**src/rtl/cbt_pkg.sv**
```systemverilog
// Constants, types and register map of the bus bit-timing and mode block
// Summary of operation
// - Transmit output low means dominant, high means recessive.
// - Segment two field bits 6..4; value n gives n+1 quanta; zero invalid.
// - Segment one field bits 3..0; value n gives n+1 quanta; 0..2 invalid.
// - Bit lasts quantum time times one plus segment one plus segment two.
// - Quantum clock is controller clock divided by programmable prescaler.
// - Each bit opens with a one-quantum sync segment where edges expected.
// - Segment one spans propagation and first phase, 4 to 16 quanta.
// - Segment two is second phase segment, 2 to 8 quanta.
// - New transmit bit value goes onto bus at transmit point.
// - Bus sampled between segments; with three samples, this is the third.
// - Jump width programmable 1 to 4 quanta for resynchronization.
// - In run, sleep bits select normal or sleep; sleep only low-power state.
// - In wait with stop-in-wait set enter power-down, else follow sleep bits.
// - Leaving power-down entered from wait restarts into normal mode.
// - In wait and normal mode, bus operation and interrupt requests continue.
// - Processor stop forces power-down regardless of sleep and stop-in-wait.
// - Enable clear means disabled always; setting it enters normal mode.
// - Normal mode is inside or outside initialization; some writes restricted.
package cbt_pkg;

  // ***************************************************
  // Register map
  // ***************************************************
  localparam logic [7:0] ADDR_CONTROL = 8'h00;
  localparam logic [7:0] ADDR_STATUS = 8'h01;
  localparam logic [7:0] ADDR_BUS_TIMING_0 = 8'h02;
  localparam logic [7:0] ADDR_BUS_TIMING_1 = 8'h03;

  // Control register fields
  localparam int CTL_INIT_REQ = 0;
  localparam int CTL_SLEEP_REQ = 1;
  localparam int CTL_STOP_IN_WAIT = 2;
  localparam int CTL_MODULE_ENABLE = 3;

  // Status register fields
  localparam int STS_INIT_ACK = 0;
  localparam int STS_SLEEP_ACK = 1;
  localparam int STS_MODE_LSB = 2;
  localparam int STS_RX_LEVEL = 6;
  localparam int STS_TX_LEVEL = 7;

  // Bus timing 0 fields: jump width and prescaler
  localparam int BT0_JUMP_MSB = 7;
  localparam int BT0_JUMP_LSB = 6;
  localparam int BT0_PRESC_MSB = 5;
  localparam int BT0_PRESC_LSB = 0;

  // Bus timing 1 fields: three samples, segment two, segment one
  localparam int BT1_SAMP3 = 7;
  localparam int BT1_SEG2_MSB = 6;
  localparam int BT1_SEG2_LSB = 4;
  localparam int BT1_SEG1_MSB = 3;
  localparam int BT1_SEG1_LSB = 0;

  // ***************************************************
  // Reset values
  // ***************************************************
  localparam logic [7:0] RST_CONTROL = 8'h01;
  localparam logic [7:0] RST_BUS_TIMING_0 = 8'h00;
  localparam logic [7:0] RST_BUS_TIMING_1 = 8'h00;

  // ***************************************************
  // Levels and processor modes
  // ***************************************************
  localparam logic LVL_DOMINANT = 1'b0;
  localparam logic LVL_RECESSIVE = 1'b1;
  localparam logic [1:0] CPU_RUN = 2'h0;
  localparam logic [1:0] CPU_WAIT = 2'h1;
  localparam logic [1:0] CPU_STOP = 2'h2;

  typedef enum logic [3:0] {
    MD_DISABLED = 4'h1,
    MD_NORMAL = 4'h2,
    MD_SLEEP = 4'h4,
    MD_PWRDN = 4'h8
  } cbt_mode_e;

  typedef struct packed {
    logic samp3;
    logic [2:0] seg2;
    logic [3:0] seg1;
    logic [1:0] jump;
    logic [5:0] presc;
  } cbt_timing_s;

  typedef struct packed {
    logic [7:0] addr;
    logic [7:0] wdata;
    logic wr;
    logic rd;
  } cbt_bus_req_s;

endpackage : cbt_pkg

```
**src/rtl/cbt_core.sv**
```systemverilog
// Bit-timing generator and operating-mode control of the bus controller
//
// Chosen here: the placing of the registers and strobed register access.
`timescale 1ns/1ns
module cbt_core (
  // Clock and reset
  input wire logic clk,
  input wire logic sys_rst,
  // Register port
  input wire cbt_pkg::cbt_bus_req_s bus_req,
  output logic [7:0] rd_data,
  // Processor mode
  input wire logic [1:0] cpu_mode,
  // Bit stream side
  input wire logic tx_active,
  input wire logic tx_bit,
  output logic tx_point,
  output logic rx_valid,
  output logic rx_bit,
  // Interrupt request pass-through
  input wire logic event_req,
  output logic irq_req,
  // Mode indication
  output logic [3:0] mode,
  // Bus pins
  input wire logic bus_receive_in,
  output logic bus_transmit_out
);

  // ***************************************************
  // Functions
  // ***************************************************
  function automatic logic [4:0] seg1_last(input logic [3:0] s1, input logic [2:0] ext);
    seg1_last = 5'(5'd1 + {1'b0, s1} + {2'b0, ext});
  endfunction : seg1_last

  function automatic logic [4:0] bit_last(input logic [4:0] s1l, input logic [2:0] s2);
    bit_last = 5'(s1l + {2'b0, s2} + 5'd1);
  endfunction : bit_last

  function automatic logic [2:0] min3(input logic [4:0] a, input logic [2:0] b);
    min3 = (a < {2'b0, b}) ? a[2:0] : b;
  endfunction : min3

  // ***************************************************
  // Registers
  // ***************************************************
  logic init_req_ff;
  logic sleep_req_ff;
  logic stop_in_wait_ff;
  logic module_enable_ff;
  logic init_ack_ff;
  logic sleep_ack_ff;
  cbt_pkg::cbt_timing_s tim_ff;
  cbt_pkg::cbt_mode_e mode_ff;
  cbt_pkg::cbt_mode_e nxt_mode;
  logic [7:0] rd_data_ff;
  logic [5:0] presc_cnt_ff;
  logic [4:0] tq_cnt_ff;
  logic [2:0] ext_ff;
  logic rx_prev_ff;
  logic edge_pend_ff;
  logic [1:0] rx_hist_ff;
  logic rx_bit_ff;
  logic rx_valid_ff;
  logic tx_point_ff;
  logic tx_ff;
  logic irq_ff;

  logic wr_hit_ctl;
  logic wr_hit_bt0;
  logic wr_hit_bt1;
  logic running;
  logic tq_en;
  logic [4:0] s1l;
  logic [4:0] blast;
  logic [2:0] jw;
  logic bit_end;
  logic samp_pt;
  logic resync;
  logic [4:0] seg2_rem;
  logic shorten_now;
  logic skip_end;
  logic lengthen;
  logic [2:0] ext_new;
  logic maj;
  logic pd_exit;

  assign wr_hit_ctl = bus_req.wr && (bus_req.addr == cbt_pkg::ADDR_CONTROL);
  assign wr_hit_bt0 = bus_req.wr && (bus_req.addr == cbt_pkg::ADDR_BUS_TIMING_0);
  assign wr_hit_bt1 = bus_req.wr && (bus_req.addr == cbt_pkg::ADDR_BUS_TIMING_1);

  // ***************************************************
  // Mode control
  // ***************************************************
  always_comb begin
    if (!module_enable_ff) begin
      nxt_mode = cbt_pkg::MD_DISABLED;
    end else if (cpu_mode == cbt_pkg::CPU_STOP) begin
      nxt_mode = cbt_pkg::MD_PWRDN;
    end else if ((cpu_mode == cbt_pkg::CPU_WAIT) && stop_in_wait_ff) begin
      nxt_mode = cbt_pkg::MD_PWRDN;
    end else if (mode_ff == cbt_pkg::MD_PWRDN) begin
      nxt_mode = cbt_pkg::MD_NORMAL;
    end else if (sleep_req_ff && sleep_ack_ff) begin
      nxt_mode = cbt_pkg::MD_SLEEP;
    end else begin
      nxt_mode = cbt_pkg::MD_NORMAL;
    end
  end

  assign pd_exit = (mode_ff == cbt_pkg::MD_PWRDN) && (nxt_mode != cbt_pkg::MD_PWRDN);

  always_ff @(posedge clk or posedge sys_rst) begin
    if (sys_rst) begin
      mode_ff <= cbt_pkg::MD_DISABLED;
    end else begin
      mode_ff <= nxt_mode;
    end
  end

  // Control register with restart clearing the sleep request
  always_ff @(posedge clk or posedge sys_rst) begin
    if (sys_rst) begin
      init_req_ff <= cbt_pkg::RST_CONTROL[cbt_pkg::CTL_INIT_REQ];
      sleep_req_ff <= cbt_pkg::RST_CONTROL[cbt_pkg::CTL_SLEEP_REQ];
      stop_in_wait_ff <= cbt_pkg::RST_CONTROL[cbt_pkg::CTL_STOP_IN_WAIT];
      module_enable_ff <= cbt_pkg::RST_CONTROL[cbt_pkg::CTL_MODULE_ENABLE];
    end else if (wr_hit_ctl) begin
      init_req_ff <= bus_req.wdata[cbt_pkg::CTL_INIT_REQ];
      sleep_req_ff <= bus_req.wdata[cbt_pkg::CTL_SLEEP_REQ] && !pd_exit;
      stop_in_wait_ff <= bus_req.wdata[cbt_pkg::CTL_STOP_IN_WAIT];
      module_enable_ff <= bus_req.wdata[cbt_pkg::CTL_MODULE_ENABLE];
    end else if (pd_exit) begin
      sleep_req_ff <= 1'b0;
    end
  end

  always_ff @(posedge clk or posedge sys_rst) begin
    if (sys_rst) begin
      init_ack_ff <= 1'b0;
    end else if (!module_enable_ff) begin
      init_ack_ff <= init_req_ff;
    end else begin
      init_ack_ff <= init_req_ff;
    end
  end

  // sleep acknowledge at idle bit boundary
  always_ff @(posedge clk or posedge sys_rst) begin
    if (sys_rst) begin
      sleep_ack_ff <= 1'b0;
    end else if (!sleep_req_ff || pd_exit) begin
      sleep_ack_ff <= 1'b0;
    end else if (!running || (bit_end && !tx_active && bus_receive_in)) begin
      sleep_ack_ff <= 1'b1;
    end
  end

  // ***************************************************
  // Bus timing registers
  // ***************************************************
  always_ff @(posedge clk or posedge sys_rst) begin
    if (sys_rst) begin
      tim_ff.jump <= cbt_pkg::RST_BUS_TIMING_0[cbt_pkg::BT0_JUMP_MSB:cbt_pkg::BT0_JUMP_LSB];
      tim_ff.presc <= cbt_pkg::RST_BUS_TIMING_0[cbt_pkg::BT0_PRESC_MSB:cbt_pkg::BT0_PRESC_LSB];
    end else if (wr_hit_bt0 && init_ack_ff) begin
      tim_ff.jump <= bus_req.wdata[cbt_pkg::BT0_JUMP_MSB:cbt_pkg::BT0_JUMP_LSB];
      tim_ff.presc <= bus_req.wdata[cbt_pkg::BT0_PRESC_MSB:cbt_pkg::BT0_PRESC_LSB];
    end
  end

  always_ff @(posedge clk or posedge sys_rst) begin
    if (sys_rst) begin
      tim_ff.samp3 <= cbt_pkg::RST_BUS_TIMING_1[cbt_pkg::BT1_SAMP3];
      tim_ff.seg2 <= cbt_pkg::RST_BUS_TIMING_1[cbt_pkg::BT1_SEG2_MSB:cbt_pkg::BT1_SEG2_LSB];
      tim_ff.seg1 <= cbt_pkg::RST_BUS_TIMING_1[cbt_pkg::BT1_SEG1_MSB:cbt_pkg::BT1_SEG1_LSB];
    end else if (wr_hit_bt1 && init_ack_ff) begin
      tim_ff.samp3 <= bus_req.wdata[cbt_pkg::BT1_SAMP3];
      tim_ff.seg2 <= bus_req.wdata[cbt_pkg::BT1_SEG2_MSB:cbt_pkg::BT1_SEG2_LSB];
      tim_ff.seg1 <= bus_req.wdata[cbt_pkg::BT1_SEG1_MSB:cbt_pkg::BT1_SEG1_LSB];
    end
  end

  // ***************************************************
  // Register read
  // ***************************************************
  always_ff @(posedge clk or posedge sys_rst) begin
    if (sys_rst) begin
      rd_data_ff <= 8'h00;
    end else if (bus_req.rd) begin
      case (bus_req.addr)
        cbt_pkg::ADDR_CONTROL: begin
          rd_data_ff <= {4'h0, module_enable_ff, stop_in_wait_ff, sleep_req_ff, init_req_ff};
        end
        cbt_pkg::ADDR_STATUS: begin
          rd_data_ff <= {tx_ff, bus_receive_in, mode_ff, sleep_ack_ff, init_ack_ff};
        end
        cbt_pkg::ADDR_BUS_TIMING_0: begin
          rd_data_ff <= {tim_ff.jump, tim_ff.presc};
        end
        cbt_pkg::ADDR_BUS_TIMING_1: begin
          rd_data_ff <= {tim_ff.samp3, tim_ff.seg2, tim_ff.seg1};
        end
        default: begin
          rd_data_ff <= 8'h00;
        end
      endcase
    end else begin
      rd_data_ff <= 8'h00;
    end
  end

  // ***************************************************
  // Quantum prescaler
  // ***************************************************
  // runs in normal mode outside initialization, any processor mode
  assign running = (mode_ff == cbt_pkg::MD_NORMAL) && !init_ack_ff;

  always_ff @(posedge clk or posedge sys_rst) begin
    if (sys_rst) begin
      presc_cnt_ff <= 6'h00;
    end else if (!running || tq_en) begin
      presc_cnt_ff <= 6'h00;
    end else begin
      presc_cnt_ff <= 6'(presc_cnt_ff + 6'h01);
    end
  end

  assign tq_en = running && (presc_cnt_ff == tim_ff.presc);

  // ***************************************************
  // Bit segment counter
  // ***************************************************
  // segment one span
  assign s1l = seg1_last(tim_ff.seg1, ext_ff);
  assign blast = bit_last(s1l, tim_ff.seg2);
  assign jw = {1'b0, tim_ff.jump} + 3'h1;
  assign seg2_rem = 5'(blast + 5'd1 - tq_cnt_ff);
  // Edge outside sync segment resynchronises
  assign resync = tq_en && edge_pend_ff && (tq_cnt_ff != 5'h00);
  assign lengthen = resync && (tq_cnt_ff <= s1l);
  assign ext_new = min3(tq_cnt_ff, jw);
  assign shorten_now = resync && (tq_cnt_ff > s1l) && (seg2_rem <= {2'b0, jw});
  // shortened phase two ends in this quantum
  assign skip_end = resync && (tq_cnt_ff > s1l) && (seg2_rem == 5'({2'b0, jw} + 5'd1));
  assign bit_end = tq_en && ((tq_cnt_ff == blast) || shorten_now || skip_end);
  // sample at end of segment one, later if it grows now
  assign samp_pt = tq_en && (tq_cnt_ff == s1l) && !(lengthen && (ext_new > ext_ff));

  always_ff @(posedge clk or posedge sys_rst) begin
    if (sys_rst) begin
      tq_cnt_ff <= 5'h00;
    end else if (!running) begin
      tq_cnt_ff <= 5'h00;
    end else if (shorten_now) begin
      tq_cnt_ff <= 5'h01;
    end else if (bit_end) begin
      tq_cnt_ff <= 5'h00;
    end else if (resync && (tq_cnt_ff > s1l)) begin
      tq_cnt_ff <= 5'(tq_cnt_ff + {2'b0, jw} + 5'd1);
    end else if (tq_en) begin
      tq_cnt_ff <= 5'(tq_cnt_ff + 5'd1);
    end
  end

  always_ff @(posedge clk or posedge sys_rst) begin
    if (sys_rst) begin
      ext_ff <= 3'h0;
    end else if (!running || bit_end) begin
      ext_ff <= 3'h0;
    end else if (lengthen && (ext_new > ext_ff)) begin
      // Never shrink the stretch, so the sample point cannot be passed
      ext_ff <= ext_new;
    end
  end

  // Falling edge detect on receive pin
  always_ff @(posedge clk or posedge sys_rst) begin
    if (sys_rst) begin
      rx_prev_ff <= cbt_pkg::LVL_RECESSIVE;
      edge_pend_ff <= 1'b0;
    end else begin
      rx_prev_ff <= bus_receive_in;
      if (!running || tq_en) begin
        edge_pend_ff <= running && rx_prev_ff && !bus_receive_in;
      end else if (rx_prev_ff && !bus_receive_in) begin
        edge_pend_ff <= 1'b1;
      end
    end
  end

  // ***************************************************
  // Receive sampling
  // ***************************************************
  assign maj = (rx_hist_ff[0] & rx_hist_ff[1]) | (rx_hist_ff[0] & bus_receive_in) |
               (rx_hist_ff[1] & bus_receive_in);

  always_ff @(posedge clk or posedge sys_rst) begin
    if (sys_rst) begin
      rx_hist_ff <= 2'h3;
      rx_bit_ff <= cbt_pkg::LVL_RECESSIVE;
      rx_valid_ff <= 1'b0;
    end else begin
      rx_valid_ff <= samp_pt;
      if (tq_en) begin
        rx_hist_ff <= {rx_hist_ff[0], bus_receive_in};
      end
      if (samp_pt) begin
        rx_bit_ff <= tim_ff.samp3 ? maj : bus_receive_in;
      end
    end
  end

  // ***************************************************
  // Transmit
  // ***************************************************
  always_ff @(posedge clk or posedge sys_rst) begin
    if (sys_rst) begin
      tx_ff <= cbt_pkg::LVL_RECESSIVE;
      tx_point_ff <= 1'b0;
    end else if (!running) begin
      tx_ff <= cbt_pkg::LVL_RECESSIVE;
      tx_point_ff <= 1'b0;
    end else begin
      tx_point_ff <= bit_end;
      if (bit_end) begin
        tx_ff <= (tx_active && !tx_bit) ? cbt_pkg::LVL_DOMINANT : cbt_pkg::LVL_RECESSIVE;
      end
    end
  end

  always_ff @(posedge clk or posedge sys_rst) begin
    if (sys_rst) begin
      irq_ff <= 1'b0;
    end else begin
      irq_ff <= event_req && (mode_ff == cbt_pkg::MD_NORMAL);
    end
  end

  // ***************************************************
  // Outputs
  // ***************************************************
  assign rd_data = rd_data_ff;
  assign tx_point = tx_point_ff;
  assign rx_valid = rx_valid_ff;
  assign rx_bit = rx_bit_ff;
  assign irq_req = irq_ff;
  assign mode = mode_ff;
  assign bus_transmit_out = tx_ff;

endmodule : cbt_core

```
**config.mk**
```make
export PLATFORM = sky130hd
export DESIGN_NAME = cbt_core
export DESIGN_NICKNAME = d
export VERILOG_FILES = /design/src/rtl/cbt_pkg.sv /design/src/rtl/cbt_core.sv
export SDC_FILE = /design/constraint.sdc
export NUM_CORES = 1
export LEC_CHECK = 0
export BUFFER_PORTS_ARGS = -buffer_cell sky130_fd_sc_hd__buf_2
export CAP_MARGIN = 15
export CORE_MARGIN = 3
export CORE_UTILIZATION = 30
export DETAILED_ROUTE_END_ITERATION = 8
export PLACE_DENSITY = 0.52
export SLEW_MARGIN = 20
export SYNTH_ARGS = -nofsm -noshare
export SYNTH_HDL_FRONTEND = slang
export SYNTH_SLANG_ARGS = --single-unit
```
**constraint.sdc**
```tcl
create_clock -name clk -period 5.75 [get_ports clk]
set_clock_uncertainty 0.2 [all_clocks]
set_input_delay 1.725 -clock clk [delete_from_list [all_inputs] [get_ports clk]]
set_output_delay 1.725 -clock clk [all_outputs]
set_load 0.1 [all_outputs]
```
==> metrics.txt <==
largest family of logic cells by synthesized area simple AND/OR/NAND/NOR gates; drt wl/cell 15.92 um; CTS Buffer Depth 2; gr ovfl total 0; met1 GRT Util 18.33%; most frequent cells in the layout dfrtp_1, buf_2, ha_1, inv_1, nor2_1; Post-Route Setup TNS 0 ns; gr busiest metal met2; Clock transition at path regs 0.05 ns; sequential element share of the synthesized area 38.48%; Min-Delay Path Class flip-flop to flip-flop; run status finished clean; cell family with most CP delay adder cells; part of the power in combinational logic 6.0%; worst path cell trace inv_1 > ha_1 > fa_1 > inv_1 > ha_1 > a21o_1 > a21oi_1 > xor2_1 > ha_1 > ha_1 > xor2_1 > a41oi_1 > o32ai_2 > nand3_2 > a2111oi_2 > o311a_1; CTS Sinks 57; post-synthesis instance total 348; most frequent CP cell ha_1; Synth Area in Simple Gates 14.26%; Setup crit end kind flip-flop; root buffer cell clkbuf_16; pin count of the biggest net entering global routing 57; yosys warns 0; final worst-path cycle share 80.67%; mean post-synth cell area 10.72 um^2; Top Ports 43; final WL 9074 um; final antenna-violating net count 0; drt via density 4.856; Net Sw Power 226.9 uW; Setup crit start kind flip-flop; post-synthesis compound-gate area fraction 12.24%; Port-buffer cells 42; GRT Overall Usage 13.48%; most common cell after layout, fill and taps aside dfrtp_1; Area after DPL 4136 um^2; post_cts resized 0; M3 GR Usage 1.682%; max-slew violations 0; PD cells 224.0 nW/um^2; Buf/Inv on CP 2; # setup viols final 0; sw frac 22.89%; die footprint 13810 um^2; Via Count 2768; Starting Density 30.92%; Clock Latency Late Sink 0.32 ns; met2 Use GR 22.62%; P_leak 2.092 nW; IR drop worst, VDD 0.1250 mV; top_reg_cell synth dfrtp_1; Iteration-0 DRC Markers 197; drt drc 0; flops & latches, synth 57; width of the die 117.5 um; r2r setup slk 1.11 ns; fmax 215.6 MHz; routability congestion estimate 0.8494; CTS H-tree lvls 3; CTS buffer count 9; hold_buf cts 0; CTS tree done; syn nets 414; DR pass1 iterations 4; area delta synth->final 18.65%; Synth Area in XOR/XNOR 5.971%; Cell Rows 40; Slew @ Worst Pin 0.9658 ns; antenna violations before repair 0; Async S/R FF share, synth 100.0%; # nets final 463; DIE HEIGHT 117.5 um; cell area after layout 4425 um^2; EDFF count, synth 0; first-pass GRT wire length 15030 um; Antenna Cells 0; min cycle time layout 4.639 ns; crit-path max FO 4; slowest stage delay, CP 0.56 ns; Mapped Area 3730 um^2; Max transition margin 35.48%; fillcell total 1197; setup bufs post-CTS 0; vias in the first global route 2894; post-synthesis mux area share 11.24%; synth unique cells 64; Worst EP required 5.81 ns; layout cells sized above 1 26.37%; Max-Cap Viols 0; Crit Path Class flip-flop to flip-flop; Worst EP arrival 4.69 ns; Placeable Area 12060 um^2; internal power 764.5 uW; final-report hold violation count 0; unrepaired setup endpoints after global routing no; clock power share 52.6%; Adder-Cell Fraction of Synth Area 14.22%; sequential share of power 41.5%; dpl hpwl 7068 um; slowest cell on the critical path fa_1
Yosys cell counts, types with 2 or more instances:
cell type	number	share of area (%)
nand3_2	2	0.54
a221oi_2	2	0.81
nand2b_1	3	0.50
o21bai_1	2	0.40
a32oi_1	2	0.47
and2_1	3	0.50
a22oi_1	4	0.81
clkbuf_1	2	0.20
nor2_1	27	2.7
dfstp_2	7	4.9
nor2b_1	10	1.7
mux4_2	4	2.4
o2111ai_1	2	0.47
and3_1	6	1.0
o21ai_0	11	1.5
fa_1	4	2.1
inv_1	30	3.0
xnor2_1	10	2.3
dfrtp_1	50	34
xor2_1	11	2.6
or3_1	3	0.50
a2111oi_2	2	0.81
mux2_2	18	5.4
mux2_1	2	0.60
mux2i_1	9	2.4
nand3_1	9	1.2
nor3_1	2	0.27
buf_2	2	0.27
o211ai_1	2	0.40
ha_1	36	12
a21oi_1	16	2.1
a21o_1	3	0.60
nand2_1	21	2.1
kinds of logic (layout without fill, tap and decap cells):
logic type | Yosys count | in the layout
AND/OR/NAND/NOR | 98 | 98
AO/OA/AOI/OAI | 61 | 61
flip-flops | 57 | 57
adder cells (fa/ha/maj) | 40 | 40
buffers and inverters | 35 | 89
multiplexers | 34 | 34
XOR/XNOR | 23 | 23
path summary, 6_finish.rpt:
| check | depth (start not counted) | to | startpoint |
|---|---|---|---|
| worst max-delay path | 16 | sleep_ack_ff | ext_ff[0] |
| worst min-delay path | 0 | init_ack_ff | init_req_ff |
| worst max register to register | 16 | sleep_ack_ff | ext_ff[0] |
| max in group asynchronous | 3 | ext_ff[1] | sys_rst |
| min in group asynchronous | 2 | irq_req | sys_rst |
| worst min register to register | 0 | init_ack_ff | init_req_ff |
state kept, by name, indices dropped and copies added, names as in the netlist, 2 cells and up:
register,cells
tim_ff,16
rd_data,8
presc_cnt_ff,6
tq_cnt_ff,5
mode,4
ext_ff,3
rx_hist_ff,2
per-stage QoR:
step | setup WS (ns) | instances | total power [mW] | hold slack [ns] | utilization, %
after global placement | 1.100 | 554 | 0.4775 | 0.1998 | 34.29
after global routing | 0.7583 | 570 | 1.026 | 0.2078 | 36.69
final | 1.111 | 570 | 0.9914 | 0.2024 | 36.69
after floorplan | 1.567 | 348 | 0.4555 | 0.1924 | -
after detailed placement | 1.072 | 554 | 0.4778 | 0.1988 | 34.29
after CTS | 1.038 | 570 | 1.003 | 0.2027 | 36.69
area by class of cell:
type                       instances  area, um^2  area share (%)
multi-input combinational        256        2161           48.83
sequential                        57        1435           32.43
timing repair buffer              43       217.7           4.919
tap                              168       210.2           4.750
clock inverter                     5       56.30           1.272
clock buffer                      11       232.7           5.259
inverter                          30       112.6           2.545
power by group through the flow:
stage	logic [mW]	registers [mW]	clock network, mW
2_1_floorplan	0.0329	0.423	0
3_3_place_gp	0.0597	0.418	0
3_5_place_dp	0.0600	0.418	0
4_1_cts	0.0603	0.411	0.532
5_1_grt	0.0662	0.412	0.549
6_report	0.0591	0.411	0.521
per-layer routing:
layer,vias up,wire [um]
met5,-,0
met2,55,4266
met3,8,255
met4,0,94
met1,1366,4458
li1,1339,-
(Power assumes the default switching activity.)
